`config.mk`:
```
export PLATFORM = sky130hd
export DESIGN_NAME = ssps_top
export DESIGN_NICKNAME = d
export VERILOG_FILES = /design/src/pkg/ssps_pkg.sv /design/src/verilog/ssps_top.sv
export SDC_FILE = /design/constraint.sdc
export NUM_CORES = 1
export LEC_CHECK = 0
export ABC_AREA = 1
export BUFFER_PORTS_ARGS = -buffer_cell sky130_fd_sc_hd__buf_2
export CORE_ASPECT_RATIO = 0.9
export CORE_UTILIZATION = 43
export CTS_BUF_LIST = sky130_fd_sc_hd__clkbuf_8
export DETAILED_ROUTE_END_ITERATION = 10
export PLACE_DENSITY = 0.72
export SLEW_MARGIN = 20
export SYNTH_ARGS = -nofsm -noshare
export SYNTH_HDL_FRONTEND = slang
export SYNTH_SLANG_ARGS = --single-unit
```
`constraint.sdc`:
```
create_clock -name hclk -period 22.8 [get_ports hclk]
set_input_delay 0 -clock hclk [delete_from_list [all_inputs] [get_ports hclk]]
set_output_delay 0 -clock hclk [all_outputs]
set_load 0.01 [all_outputs]
```
`src/pkg/ssps_pkg.sv`:
```
// Constants, types and helpers of the soft-start and protection sequencer

package ssps_pkg;

	// ----------------------------------------
	// Widths and soft start
	// ----------------------------------------
	localparam int REF_W = 12;
	localparam int CNT_W = 12;
	localparam int PROD_W = 20;
	localparam int SS_SHIFT = 11;
	localparam logic [CNT_W-1:0] SS_STEPS = 12'h800;
	localparam logic [CNT_W-1:0] SS_LAST = 12'h7FF;
	// Sense and reference are 1 mV per LSB, so 0.6V is 600
	localparam logic [REF_W-1:0] UV_EN_REF = 12'h258;

	// ----------------------------------------
	// Thresholds in percent
	// ----------------------------------------
	localparam logic [7:0] PCT_FULL = 8'h64;
	localparam logic [7:0] PCT_PG_LO = 8'h58;
	localparam logic [7:0] PCT_PG_HI = 8'h70;
	localparam logic [7:0] PCT_UV = 8'h3C;
	localparam logic [7:0] PCT_OV = 8'h7D;

	// ----------------------------------------
	// Register map
	// ----------------------------------------
	localparam logic [7:0] ADDR_STATUS = 8'h00;
	localparam logic [7:0] ADDR_IRQ_STAT = 8'h04;
	localparam logic [7:0] ADDR_IRQ_MASK = 8'h08;
	localparam logic [7:0] ADDR_RAMP = 8'h0C;
	localparam logic [4:0] IRQ_MASK_RST = 5'h00;
	localparam int EV_UV = 0;
	localparam int EV_OV = 1;
	localparam int EV_SS_DONE = 2;
	localparam int EV_SUPPLY_OFF = 3;
	localparam int EV_PG_LOST = 4;
	localparam int EV_W = 5;

	// ----------------------------------------
	// Types
	// ----------------------------------------
	typedef enum logic [2:0] {ST_OFF, ST_SOFT, ST_RUN, ST_UV, ST_OV} ssps_state_t;

	typedef struct packed {
		logic [1:0] high_side;
		logic [1:0] low_side;
	} ssps_gate_t;

	localparam ssps_gate_t GATE_OFF = '{high_side: 2'h0, low_side: 2'h0};
	localparam ssps_gate_t GATE_SWITCH = '{high_side: 2'h3, low_side: 2'h3};
	localparam ssps_gate_t GATE_CROWBAR = '{high_side: 2'h0, low_side: 2'h3};

	// Percent scaling, used by every window comparator
	function automatic logic [PROD_W-1:0] scale(input logic [REF_W-1:0] v,
		input logic [7:0] p);
		scale = PROD_W'(v) * PROD_W'(p);
	endfunction

endpackage

```
`src/verilog/ssps_top.sv`:
```
// Soft-start and protection sequencer with an AHB-Lite register slave
//
// The address map and the AHB-Lite slave port are this design's own decisions.
`timescale 1ns/1ns
`default_nettype none

module ssps_top (
	input wire logic hclk,
	input wire logic hresetn,
	input wire logic clk_en,
	input wire logic hsel,
	input wire logic [31:0] haddr,
	input wire logic [1:0] htrans,
	input wire logic hwrite,
	input wire logic [2:0] hsize,
	input wire logic [31:0] hwdata,
	input wire logic hready,
	output logic [31:0] hrdata,
	output logic hreadyout,
	output logic hresp,
	input wire logic ctrl_supply_ok,
	input wire logic driver_supply_ok,
	input wire logic output_enable_input,
	input wire logic [ssps_pkg::REF_W-1:0] programmed_reference,
	input wire logic [ssps_pkg::REF_W-1:0] sensed_output_voltage,
	output logic [ssps_pkg::REF_W-1:0] loop_reference,
	output ssps_pkg::ssps_gate_t gate_enable,
	output logic output_in_window_flag,
	output logic pg_pin_o,
	output logic pg_pin_oe,
	output logic fault_latched_output,
	output logic irq
);
	import ssps_pkg::*;

	// ----------------------------------------
	// State
	// ----------------------------------------
	ssps_state_t state_q;
	ssps_state_t state_d;
	logic [CNT_W-1:0] cnt_q;
	logic [CNT_W-1:0] cnt_d;
	logic uv_low_q;
	logic output_in_window_flag_q;
	logic output_in_window_flag_d;
	logic fault_q;
	ssps_gate_t gate_q;
	ssps_gate_t gate_d;
	logic [REF_W-1:0] ref_q;
	logic [EV_W-1:0] stat_q;
	logic [EV_W-1:0] mask_q;
	logic [EV_W-1:0] ev;

	// ----------------------------------------
	// Ramp reference
	// ----------------------------------------
	wire logic [23:0] ramp_prod;
	wire logic [REF_W-1:0] ramp_ref;
	wire logic ss_last;

	// Reference scales the programmed value by cnt/2048
	assign ramp_prod = 24'(programmed_reference) * 24'(cnt_q);
	assign ramp_ref = ramp_prod[SS_SHIFT+REF_W-1:SS_SHIFT];
	assign ss_last = (cnt_q == SS_LAST);

	// ----------------------------------------
	// Comparators
	// ----------------------------------------
	wire logic [PROD_W-1:0] sense_pct;
	wire logic uv_low;
	wire logic uv_armed;
	wire logic ov_hit;
	wire logic in_win;
	wire logic supplies_ok;
	wire logic active;
	wire logic prot_on;
	wire logic uv_cand;
	wire logic uv_trip;
	wire logic ov_trip;

	assign sense_pct = scale(sensed_output_voltage, PCT_FULL);
	// Under-voltage follows the rising ramp, over-voltage the final value
	assign uv_low = sense_pct < scale(ramp_ref, PCT_UV);
	assign ov_hit = sense_pct >= scale(programmed_reference, PCT_OV);
	assign uv_armed = (ramp_ref >= UV_EN_REF);
	assign in_win = (sense_pct >= scale(programmed_reference, PCT_PG_LO))
		&& (sense_pct <= scale(programmed_reference, PCT_PG_HI));

	assign supplies_ok = ctrl_supply_ok && driver_supply_ok;
	assign active = (state_q == ST_SOFT) || (state_q == ST_RUN);
	// Protections live in soft start too, but die with the enable
	assign prot_on = active && output_enable_input;
	assign uv_cand = prot_on && uv_armed && uv_low;
	// One low sample is a glitch; two in a row is a fault
	assign uv_trip = uv_cand && uv_low_q;
	// Armed by the main supply alone, so a rail already high before soft start trips too
	assign ov_trip = ov_hit && ctrl_supply_ok && output_enable_input
		&& (state_q != ST_UV);

	// ----------------------------------------
	// Sequencer
	// ----------------------------------------
	always_comb begin
		state_d = state_q;
		cnt_d = cnt_q;
		case (state_q)
			ST_OFF: begin
				if (ov_trip) begin
					state_d = ST_OV;
				end else if (supplies_ok && output_enable_input) begin
					state_d = (cnt_q == SS_STEPS) ? ST_RUN : ST_SOFT;
				end
			end
			ST_SOFT, ST_RUN: begin
				if (ov_trip) begin
					state_d = ST_OV;
				end else if (uv_trip) begin
					state_d = ST_UV;
				end else if (!supplies_ok) begin
					state_d = ST_OFF;
				end else if (!output_enable_input) begin
					state_d = ST_OFF;
				end else if (state_q == ST_SOFT) begin
					cnt_d = cnt_q + 12'h001;
					if (ss_last) begin
						state_d = ST_RUN;
					end
				end
			end
			// Only the power-on reset leaves a fault state
			ST_UV: state_d = ST_UV;
			ST_OV: state_d = ST_OV;
			default: state_d = ST_OFF;
		endcase
	end

	// ----------------------------------------
	// Gate drive, power-good, fault
	// ----------------------------------------
	wire logic run_d;

	assign run_d = (state_d == ST_SOFT) || (state_d == ST_RUN);

	always_comb begin
		gate_d = GATE_OFF;
		if (!output_enable_input) begin
			gate_d = GATE_OFF;
		end else if (state_d == ST_OV) begin
			gate_d = GATE_CROWBAR;
		end else if (run_d) begin
			gate_d = GATE_SWITCH;
		end
	end

	assign output_in_window_flag_d = (state_d == ST_RUN) && in_win && output_enable_input;

	// ----------------------------------------
	// Events
	// ----------------------------------------
	assign ev[EV_UV] = (state_d == ST_UV) && (state_q != ST_UV);
	assign ev[EV_OV] = (state_d == ST_OV) && (state_q != ST_OV);
	assign ev[EV_SS_DONE] = (state_q == ST_SOFT) && (state_d == ST_RUN);
	assign ev[EV_SUPPLY_OFF] = active && (state_d == ST_OFF) && !supplies_ok;
	assign ev[EV_PG_LOST] = output_in_window_flag_q && !output_in_window_flag_d;

	// ----------------------------------------
	// Core flops
	// ----------------------------------------
	// Reset alone clears faults and ramp; power-good also clears on leaving run or the window
	always_ff @(posedge hclk or negedge hresetn) begin
		if (!hresetn) begin
			state_q <= ST_OFF;
			cnt_q <= '0;
			uv_low_q <= 1'b0;
			output_in_window_flag_q <= 1'b0;
			fault_q <= 1'b0;
			gate_q <= GATE_OFF;
			ref_q <= '0;
		end else if (clk_en) begin
			state_q <= state_d;
			cnt_q <= cnt_d;
			uv_low_q <= uv_cand;
			output_in_window_flag_q <= output_in_window_flag_d;
			fault_q <= (state_d == ST_UV) || (state_d == ST_OV);
			gate_q <= gate_d;
			ref_q <= ramp_ref;
		end
	end

	assign gate_enable = gate_q;
	assign loop_reference = ref_q;
	assign fault_latched_output = fault_q;
	assign output_in_window_flag = output_in_window_flag_q;
	// Open drain: pulls low unless power is good
	assign pg_pin_o = 1'b0;
	assign pg_pin_oe = !output_in_window_flag_q;

	// ----------------------------------------
	// AHB-Lite slave
	// ----------------------------------------
	logic dp_wr_q;
	logic [7:0] dp_addr_q;
	logic [31:0] rdata_q;
	wire logic ap_take;
	wire logic [7:0] ap_addr;
	wire logic [31:0] status_word;
	wire logic [31:0] rd_mux;
	wire logic wr_stat;
	wire logic wr_mask;
	wire logic [EV_W-1:0] clr;

	// Frozen clock enable stalls the bus rather than dropping a transfer
	assign hreadyout = clk_en;
	assign hresp = 1'b0;
	assign ap_take = hsel && htrans[1] && hready;
	assign ap_addr = haddr[7:0];

	assign status_word = {24'h0, driver_supply_ok, ctrl_supply_ok,
		fault_q, output_in_window_flag_q, output_enable_input, state_q};
	assign rd_mux = (ap_addr == ADDR_STATUS) ? status_word :
		(ap_addr == ADDR_IRQ_STAT) ? {27'h0, stat_q} :
		(ap_addr == ADDR_IRQ_MASK) ? {27'h0, mask_q} :
		(ap_addr == ADDR_RAMP) ? {20'h0, cnt_q} : 32'h0;

	assign wr_stat = dp_wr_q && (dp_addr_q == ADDR_IRQ_STAT);
	assign wr_mask = dp_wr_q && (dp_addr_q == ADDR_IRQ_MASK);
	assign clr = wr_stat ? hwdata[EV_W-1:0] : '0;

	always_ff @(posedge hclk or negedge hresetn) begin
		if (!hresetn) begin
			dp_wr_q <= 1'b0;
			dp_addr_q <= 8'h00;
			rdata_q <= 32'h0;
		end else if (clk_en) begin
			dp_wr_q <= ap_take && hwrite;
			dp_addr_q <= ap_addr;
			rdata_q <= (ap_take && !hwrite) ? rd_mux : 32'h0;
		end
	end

	assign hrdata = rdata_q;

	// ----------------------------------------
	// Interrupts
	// ----------------------------------------
	// Set wins over a clear in the same cycle
	always_ff @(posedge hclk or negedge hresetn) begin
		if (!hresetn) begin
			stat_q <= '0;
			mask_q <= IRQ_MASK_RST;
		end else if (clk_en) begin
			stat_q <= (stat_q & ~clr) | ev;
			if (wr_mask) begin
				mask_q <= hwdata[EV_W-1:0];
			end
		end
	end

	assign irq = |(stat_q & mask_q);
endmodule

`default_nettype wire

```
### Yosys cells after proc, flatten, opt, wreduce, memory -nomap -nowiden

Index checks and enable logic that the tools add are counted.

* add/subtract/negate cells: 1
* $mul: 6
* $lt $le $gt $ge: 5
* equal/unequal tests: 17
* muxes and demuxes: 19
* bitwise gates (word level): 6
* reduce and logical (&&, ||, !) cells: 38

Operators by type and width (number)
* 12-bit two-way mux: 5
* 19-bit greater-or-equal comparator: 2
* 12-bit by 4-bit multiplier with 16-bit output (second input constant): 2
* 8-bit by 4-bit == test with 1-bit output (second input constant): 3
* 1-bit logical AND: 24
* 3-bit two-way mux: 8
* 12-bit by 12-bit multiplier with 23-bit output: 1
* 19-bit <= comparator: 1
* 19-bit by 18-bit less-than comparator with 1-bit output: 1
* 12-bit by 7-bit multiplier with 19-bit output (second input constant): 1
* 12-bit by 5-bit multiplier with 17-bit output (second input constant): 1
* 8-bit by 3-bit == test with 1-bit output (second input constant): 2
* 12-bit by 3-bit multiplier with 15-bit output (second input constant): 1
* 12-bit by 1-bit adder with 12-bit output (second input constant): 1
* 12-bit by 11-bit == test with 1-bit output (second input constant): 1
* 12-bit == test (second input constant): 1
* 3-bit by 2-bit == test with 1-bit output (second input constant): 4
* 12-bit by 10-bit greater-or-equal comparator with 1-bit output (second input constant): 1
* 4-bit two-way mux: 3
* 3-bit case mux with 4 select lines: 1
* 5-bit bitwise AND: 2
* 8-bit zero test: 1
* 7-bit AND reduction: 1
* 3-bit by 1-bit == test with 1-bit output (second input constant): 2
* 14 further kinds: 22

* register bits after elaboration: 85
* bits of input ports: 102
* output and inout port bits: 55
* word-level logic and storage cells: 105

### Logic depth before layout (Yosys ltp)

Gate-level depths: netlist of the first run.

* depth after elaboration: 15
* gate-level depth with buffers: 64
* depth with buffers taken out: 62

### Least setup slack after synthesis of the first run

No wires, ideal clock.

* path type: register -> register
* start: register cnt_q[4]
* end: register gate_q, in the netlist gate_enable[0]
* setup time: 121 ps
* arrival time: 9113 ps
* required time: 22679 ps
* setup slack: 13566 ps
* stages on the path, launching flop included: 55
* path buffers: 2
* period minus slack after synthesis: 9234 ps
* cell sequence: dfrtp_1 > clkbuf_1 > clkbuf_1 > nand2_1 > fa_1 > fa_1 > fa_1 > inv_1 > fa_1 > inv_1 > fa_1 > inv_1 > ha_1 > nand2_1 > nor2_1 > a211oi_1 > nand2_1 > nand2_1 > [19 not listed] > nor2_1 > nor2_1 > xor2_1 > ha_1 > nand2_1 > nor2_1 > nand2_1 > o211ai_1 > nor2_1 > nand4_4 > nand2_1 > nand2_1 > nand2_1 > nand2_2 > nand2_2 > nand2_2 > nand3_1 > nand2_1

* cells in the longest elaborated chain, start to end: 13
* elaborated cells on any way between the ends: 26
* classes of those cells: mul (2); order compare (2); eq/ne (5); mux (13); reduce/logical (4)

RTL lines
* start: declaration: RTL line ssps_top.sv:41 `logic [CNT_W-1:0] cnt_q;`
* start signal: assignment: RTL line ssps_top.sv:181 `cnt_q <= cnt_d;`
* 12-bit by 12-bit multiplier with 23-bit output (*): RTL line ssps_top.sv:62 `assign ramp_prod = 24'(programmed_reference) * 24'(cnt_q);`
* named net ramp_prod[12]: RTL line ssps_top.sv:57 `wire logic [23:0] ramp_prod;`
* 12-bit by 4-bit multiplier with 16-bit output / 12-bit by 10-bit greater-or-equal comparator with 1-bit output (equally long branches): RTL line ssps_pkg.sv:58, ssps_top.sv:85
* 19-bit by 18-bit less-than comparator with 1-bit output / 1-bit logical AND (equally long branches): RTL line ssps_top.sv:83, ssps_top.sv:93
* 1-bit logical AND (*): RTL line ssps_top.sv:93 `assign uv_cand = prot_on && uv_armed && uv_low;`
* 1-bit logical AND (*): RTL line ssps_top.sv:95 `assign uv_trip = uv_cand && uv_low_q;`
* 3-bit two-way mux (*): RTL line ssps_top.sv:117 `end else if (uv_trip) begin`
* 3-bit two-way mux (*): RTL line ssps_top.sv:115 `if (ov_trip) begin`
* 3-bit case mux with 4 select lines (*): RTL line ssps_top.sv:106 `case (state_q)`
* 3-bit by 1-bit == test with 1-bit output / 3-bit by 2-bit == test with 1-bit output (equally long branches): RTL line ssps_top.sv:142 `assign run_d = (state_d == ST_SOFT) || (state_d == ST_RUN);`
* 1-bit logical OR: RTL line ssps_top.sv:142
* 4-bit two-way mux: RTL line ssps_top.sv:150 `end else if (run_d) begin`
* 4-bit two-way mux (*): RTL line ssps_top.sv:148 `end else if (state_d == ST_OV) begin`
* 4-bit two-way mux (*): RTL line ssps_top.sv:146 `if (!output_enable_input) begin`
* end signal: assignment: RTL line ssps_top.sv:185 `gate_q <= gate_d;`
* end: declaration: RTL line ssps_top.sv:47 `ssps_gate_t gate_q;`

Mark *: on every way through the listed nets, which the timed path passes. The rest lies on a longest branch.
A chain may end at the register's enable or synchronous reset.

### Worst setup path in the final report of the first run

* start: register cnt_q[4]
* end: register gate_q, in the netlist gate_enable[2]

The elaborated chain is that of the path after synthesis.

==> reports/results.txt, run 1 <==
The flow ran to the end, and the final reports show no timing, DRC or antenna violations. For the worst-skew pair, the clock arrives at the later sink with an insertion delay of 0.34 ns. The initialized floorplan defines 63 standard-cell rows. The logs give 95.3 MHz for the maximum achievable frequency and 0 for the final global-route overflow total.

In this run the critical register-to-register path is captured at gate_enable[2]. The die width is 197 um, and the initial cell density of the core is 44.1%. The floorplan step defined a die boundary enclosing 34900 sq um.

The hold path startpoint was output_enable_input. The pin count of the biggest net entering global routing is 64, and the number of buffers created by CTS is 9. The synthesized design contains 0 enable-type register cells. The H-tree was split into 3 levels. The tools report the count of pins on the block boundary as 157. Measured in cells, the most critical reg-to-reg path has a length of 53.

Sequential cells were found to cover 10.7% of the synthesized design area. The tools report the data required time of the worst path as 23.03 ns. Setup repair after global routing left no endpoint under its margin. The worst setup path is captured at a register. Of all nets on the critical path, the largest fanout is 16. The first-pass iteration count of the detailed router was 5. The first global-routing pass estimated 58600 um of wire. The tools report the internal reg-to-reg setup slack as 12.31 ns. The via count of the first global-routing pass is 12.3k, and the mean number of vias per cell is 5.05.

The cell seen most often among critical-path stages was sky130_fd_sc_hd__nand2_1. TritonCTS built the clock tree. The detailed router placed 12.1k vias in this run. For this run, design rule violations remaining after detail routing come to 0. The wire-length estimate of the detail-placed layout is 27800 um. For the final number of setup-violating endpoints, the log shows 0. For this run, the leading register cell type out of synthesis is sky130_fd_sc_hd__dfrtp_1. The region available for standard cell placement spans 33300 sq um.

The critical path starts at cnt_q[4]. The min-delay analysis places its worst path in the category input port to register. After clock tree synthesis, the clock-pin slew on the worst setup and hold paths is 0.07 ns. The run gives 1860 as the gate count of the mapped netlist.

The critical path is of the register to register type. The number of antenna violations at the first check in global routing was 0. The number of slew-limit violations in the final report is 0, and the proportion of synthesized flip-flops having asynchronous set or reset is 100%. Counting along the longest clock path gives a buffer depth of 2. STA classifies the critical path startpoint as a register. Across the run, the number of max-cap violations was 0. The clock root buffer is sky130_fd_sc_hd__clkbuf_8. The number of storage elements in the synthesis netlist is 63, and the total of warnings raised by yosys is 0. The slowest stage of the critical path is the sky130_fd_sc_hd__dfrtp_1 cell.

The chip height is 177 um. The per-instance average area after synthesis was 7.89 sq um; the worst clock skew was 0.0110 ns. Across every metal layer, demand over resource in global routing totals 20.8%.

The run gives 34400 um as the detailed-route wire length. Counting every sink on the clock net gives 63. Timing analysis after detailed placement gives a worst setup slack of 12.33 ns.

After routing, the total negative slack on setup checks comes to 0 ns. The number of filler instances in the final layout is 3247, and the final worst-path cycle share is 46.0%. The logs give 748 for the number of DRC violations after detailed-routing iteration 0 and 0 for the total inserted antenna cells. The final net count came out at 2469. The routed design could run at a clock period as short as 10.49 ns.

The pin slew with the least headroom to its limit came out at 0.962 ns. In this run the tool buffered the top-level ports with 79 buffer cells. The number of endpoints with negative hold slack in the final report was 0. The library cell used most frequently in the layout, excluding fill and tap cells, is sky130_fd_sc_hd__inv_1. Final routed wire length divided by cell count: 14.4 um. Following the worst setup path forward leads to its endpoint at gate_enable[2]. Routability-driven placement finished with a final weighted congestion of 0.919.

Of the cells placed in the final design, the portion with a size suffix greater than 1 is 6.36%. The post-CTS setup-driven buffer insertion count is 0. In the layout the commonest cells are sky130_fd_sc_hd__inv_1 (457), sky130_fd_sc_hd__nand2_1 (347), sky130_fd_sc_hd__ha_1 (270), sky130_fd_sc_hd__fa_1 (168), sky130_fd_sc_hd__a21oi_1 (107).

In this run the cell area of the synthesized design comes to 14700 sq um. The reg-to-reg critical path startpoint was cnt_q[4]. Headroom to the max-slew limit came out at 35.3%. The remaining number of nets flagged by the antenna check after routing came out at 0. Largest stage delay on the critical path: 0.80 ns. The data arrival at the endpoint of the critical path is 10.72 ns, and the layout overhead on the synthesized area is 7.46%. The number of distinct library cell variants in the gate-level netlist after synthesis is 49. The worst path meets setup with 12.31 ns of slack.
## flip-flops by register name, summed over array words and instances, names as in the netlist, 2 cells and up
signal,flops
cnt_q,12
dp_addr_q,8
gate_enable,2
hrdata,12
loop_reference,12
mask_q,5
stat_q,5
state_q,3
## repair_timing
action                    4_1_cts  5_1_grt
resized for setup               0        0
hold endpoints to repair       78        0
hold buffers                   16        0
## worst min path at each step
stage,cells past startpoint,end
after detailed placement,2,loop_reference[0]
after floorplan,0,cnt_q[0]
after global routing,3,hrdata[3]
final,3,hrdata[3]
after global placement,2,loop_reference[0]
after CTS,3,hrdata[3]
## per-layer routing
layer	routed length (um)	vias up	track usage (%)
li1	-	5896	-
met1	15700	5818	28.3
met2	16400	304	35.3
met3	1780	43	2.46
met4	483	0	4.26
met5	0	-	0
## synth_stat cells, types with 4 or more instances
cell	number	area share, %
sky130_fd_sc_hd__a21oi_1	107	3.6
sky130_fd_sc_hd__dfrtp_1	63	11
sky130_fd_sc_hd__clkbuf_1	33	0.84
sky130_fd_sc_hd__o211ai_1	5	0.26
sky130_fd_sc_hd__a21o_1	8	0.41
sky130_fd_sc_hd__xor2_1	58	3.5
sky130_fd_sc_hd__o31ai_1	12	0.61
sky130_fd_sc_hd__ha_1	270	23
sky130_fd_sc_hd__nor4_1	11	0.47
sky130_fd_sc_hd__nand2_1	347	8.9
sky130_fd_sc_hd__nor3_1	13	0.44
sky130_fd_sc_hd__o21bai_1	8	0.41
sky130_fd_sc_hd__o21ai_0	72	2.5
sky130_fd_sc_hd__o21ai_1	5	0.17
sky130_fd_sc_hd__nand2_2	8	0.34
sky130_fd_sc_hd__inv_1	456	12
sky130_fd_sc_hd__o22ai_1	4	0.17
sky130_fd_sc_hd__nor2_1	51	1.3
sky130_fd_sc_hd__buf_4	25	1.3
sky130_fd_sc_hd__fa_1	168	23
sky130_fd_sc_hd__nand4_1	18	0.77
sky130_fd_sc_hd__xnor2_1	28	1.7
sky130_fd_sc_hd__nand3_1	43	1.5
sky130_fd_sc_hd__or2_2	4	0.17
## worst max-delay path, delay by kind of cell (launching register included)
| kind | cells | cell delay, ns |
|---|---|---|
| adders and majority gates | 10 | 4.28 |
| and+or+nand+nor | 27 | 2.94 |
| AOI/OAI and AO/OA | 7 | 1.08 |
| DFF | 1 | 0.80 |
| xor gates and xnor gates | 2 | 0.67 |
| buffers and inverters | 7 | 0.61 |
## logic make-up (layout without fill, tap and decap cells)
kind of cell    Yosys count  in the layout  share of synthesized area, %
other cells               1             22                        0.0255
simple gates            508            508                          14.7
compound gates          244            244                          9.45
buf+inv                 520            573                          14.0
flops                    63             63                          10.7
xor+xnor                 86             86                          5.13
fa+ha+maj               438            438                          45.9
## metrics by stage
step	utilization, %	cells	cell area [sq um]	hold WS (ns)
5_1_grt	47.4	2389	15800	0.0221
6_report	47.4	2389	15800	0.0308
3_3_place_gp	46.3	2357	15400	0.217
4_1_cts	47.4	2389	15800	0.0119
3_5_place_dp	46.3	2357	15400	0.218
2_1_floorplan	-	1881	14800	-0.296
## layout make-up
class	count	area (sq um)	area share (%)
timing repair buffer	98	578	3.66
inverter	459	1730	10.9
clock buffer	13	179	1.13
sequential	63	1580	10.0
clock inverter	3	16.3	0.103
tap	455	569	3.61
multi-input combinational	1298	11100	70.6
Power of run 1 is not shown: default switching activity piles up to over one toggle a cycle in this logic, so the estimate is an artifact.
==> run 2, diff against run 1 <==
--- a/config.mk
+++ b/config.mk
@@ -11,7 +11,7 @@
 export CORE_UTILIZATION = 43
 export CTS_BUF_LIST = sky130_fd_sc_hd__clkbuf_8
 export DETAILED_ROUTE_END_ITERATION = 10
-export PLACE_DENSITY = 0.72
+export PLACE_DENSITY = 0.75
 export SLEW_MARGIN = 20
 export SYNTH_ARGS = -nofsm -noshare
 export SYNTH_HDL_FRONTEND = slang
==> constraint.sdc (replaced) <==
create_clock -name hclk -period 8.55 [get_ports hclk]
set_input_delay 0 -clock hclk [delete_from_list [all_inputs] [get_ports hclk]]
set_output_delay 0 -clock hclk [all_outputs]
set_load 0.01 [all_outputs]
==> run 2 against run 1 <==
Effect of this change:
- the flow now finishes with violations (setup timing)
- cell count grew 7.0%
- non-clock buffer count up 167
- clock-buffer cell count decreased by 3
- sequential share of layout area fell by 1.0 points
- worst hold slack better by 0.025 ns
- register-to-register slack got worse by 13 ns
- clock skew is 0.0022 ns higher
- first-iteration DRC count is 7.8% higher
==> reports/results.txt, run 2 (synthesis gave the netlist of run 1 again) <==
The run finished, with violations left. The checks that failed: setup timing. Chip height: 177 um (unchanged). The final routed wire length divided by cell count is 15.7 um (+8.8%), and the number of antenna violations at the first check in global routing is 1 (+1).

For the total routing usage reported by global routing, the log shows 23.3% (+2.5 points). The largest stage delay on the critical path works out to 0.57 ns (-0.23 ns). Combined area of the multi-input logic cells: 11700 sq um (+5.6%).

The number of filler instances in the final layout came out at 3050 (-6.1%). For the number of DRC violations after detailed-routing iteration 0, the log shows 806 (+7.8%). In the layout the commonest cells are sky130_fd_sc_hd__inv_1 (439), sky130_fd_sc_hd__nand2_1 (314), sky130_fd_sc_hd__ha_1 (255), sky130_fd_sc_hd__fa_1 (164), sky130_fd_sc_hd__buf_4 (158). The hold path startpoint is ctrl_supply_ok.

The floorplan die area is 34900 sq um (unchanged), and the via count of the first global-routing pass is 13.4k (+9.4%). For the worst path setup slack after routing, the log shows -0.633 ns (-12.94 ns). For the total number of vias, the log shows 13.0k (+7.7%). For the met3 routing resource usage after global routing, the log shows 3.26% (+0.80 points). The critical-path cell with the highest stage delay is sky130_fd_sc_hd__fa_1. The final number of setup-violating endpoints was 23 (+23). STA classifies the critical path endpoint as a register. For the core region area, the log shows 33300 sq um (unchanged). TritonCTS built the clock tree.

The worst clock skew was 0.0133 ns (+0.00223 ns). Type of the worst setup path: register to register. The remaining number of nets flagged by the antenna check after routing is 0 (unchanged), and the detailed-route wire length is 40100 um (+17%).

The run gives 0 (unchanged) as the final global-route overflow total. The worst slack on hold paths is 0.0558 ns (+0.0250 ns), and the met2 track demand over resource is 39.2% (+3.8 points). The mean number of vias per cell was 5.08 (+0.66%).

The detailed-placement wirelength estimate was 32000 um (+15%); the max-capacitance violation count was 0 (unchanged). The logic depth of the worst register-to-register path came out at 50 (-5.7%). Number of buffers added on ports: 79 (unchanged). For the pin count of the biggest net entering global routing, the log shows 64 (unchanged). The worst register-to-register path begins at cnt_q[4]. The run gives 6 (+1) as the first-pass iteration count of the detailed router.

The met1 demand-to-capacity share in global routing came out at 30.7% (+2.4 points). Among cell families on the critical path, the largest total delay comes from adder cells. Clock root buffer: sky130_fd_sc_hd__clkbuf_8. The minimum period implied by the final worst setup slack works out to 9.18 ns (-1.31 ns).

The tools report the worst slew slack as a fraction of its limit as 40.0% (+4.6 points). The count of cells along the worst hold path is 4 (+1). The run gives 8.81 ns (-14.22 ns) as the data required time of the worst path. The cell seen most often among critical-path stages is sky130_fd_sc_hd__fa_1. Number of buffers created by CTS: 9 (unchanged).

Share of cells above drive strength 1: 19.5% (+13 points). The count of clock tree sinks is 63 (unchanged). The wire length of the first global-routing pass came out at 65200 um (+11%).

The highest fanout seen on the critical path was 8 (-8); the total number of H-tree levels was 3 (unchanged). The number of standard-cell rows in the floorplan came out at 63 (unchanged). The tools report the number of buffers between clock root and the deepest sink as 2 (unchanged).

The register cell area after layout was 1590 sq um (+0.63%); the number of endpoints with negative hold slack in the final report was 0 (unchanged). The final worst-path cycle share is 107% (+61 points). STA classifies the critical path startpoint as a register. The end-of-flow core utilization is 53.2% (+5.8 points).

Final net count: 2636 (+6.8%). The logs give 44.1% (unchanged) for the initial cell density of the core and 0 (unchanged) for the number of slew-limit violations in the final report. For the summed area of non-filler cells in the final layout, the log shows 17700 sq um (+12%). After global routing, the most crowded layer is met2.

The area growth from synthesis to layout is 20.6%. In this run the worst setup path begins at cnt_q[4]. Leaving out fill and tap cells, the most frequent cell in the layout is sky130_fd_sc_hd__inv_1. For the total cell area at the placement stage, the log shows 16600 sq um (+7.5%). The maximum achievable frequency is 109 MHz (+14%).

Setup repair after global routing could not meet its margin everywhere. The global placer's final weighted congestion came out at 0.946 (+2.9%). The clock input transition at the sequential cells of the worst setup and hold paths is 0.08 ns (about the same). The critical path depth in cells works out to 50 (-5.7%).

Number of buffers and inverters on the critical path: 6 (-1). The die width was 197 um (unchanged). Path class of the lowest-slack min-delay path: input port to register. For the post-route DRC violation count, the log shows 0 (unchanged). For the source-to-sink clock delay at the later pin of the worst-skew pair, the log shows 0.35 ns (about the same). The count of pins on the block boundary was 157 (unchanged).

The pin slew with the least headroom to its limit is 0.892 ns (-0.0700 ns), and the data arrival at the endpoint of the critical path is 9.44 ns (-1.28 ns).
==> run 2: cell types whose count changed in the layout (fill, tap and decap cells not counted), sizes merged <==
cell	previous run	this run
buf	82	247
clkbuf	13	10
clkinv	1	2
clkinvlp	1	3
diode	0	1
dlygate4sd3	16	18
==> run 2: worst paths after layout <==
kind / to / slack, ns
max in group asynchronous: cnt_q[3] / 7.57
max: cnt_q[10] / -0.63
min in group asynchronous: dp_addr_q[7] / 0.37
min reg2reg: dp_addr_q[7] / 0.48
max reg2reg: cnt_q[10] / -0.63
min: stat_q[3] / 0.06
==> run 2: final cells by class <==
class                           instances  share of cell area [%]
Inverter                              459                    9.77
Clock buffer                           10                   0.777
Antenna cell                            1                  0.0141
Tap cell                              455                    3.22
Timing Repair Buffer                  265                    10.6
Sequential cell                        63                    8.96
Multi-Input combinational cell       1298                    66.4
Clock inverter                          6                   0.254
==> run 2: tightest hold or removal path, cell delays in order <==
cell                      delay [ns]
sky130_fd_sc_hd__buf_2          0.14
sky130_fd_sc_hd__nand2_1        0.08
sky130_fd_sc_hd__nand3_1        0.09
sky130_fd_sc_hd__o21ai_1        0.07
==> run 2: timing repair <==
action / CTS / global route
gates resized for setup: 53 / 80
endpoints found under the setup margin: 23 / 23
pin swaps: 70 / 63
hold buffers: 18 / 0
setup buffers: 23 / 9
hold endpoints to repair: 81 / 0
==> run 2: metrics by stage <==
step                      std cells  setup WS, ns  setup TNS, ns
after floorplan                1881       0.00473              0
after global placement         2491        -0.524          -7.79
after detailed placement       2491        -0.667         -11.37
after CTS                      2548        -0.368          -6.44
after global routing           2557         -1.13         -24.02
final                          2557        -0.633         -12.73
==> run 2: per-layer routing <==
metal / vias up / share of wire (%)
met4: 0 / 3.3
met3: 94 / 6.0
met1: 6235 / 43
li1: 6227 / -
met5: - / 0
met2: 439 / 48
Power of run 2 is left out for the same reason.
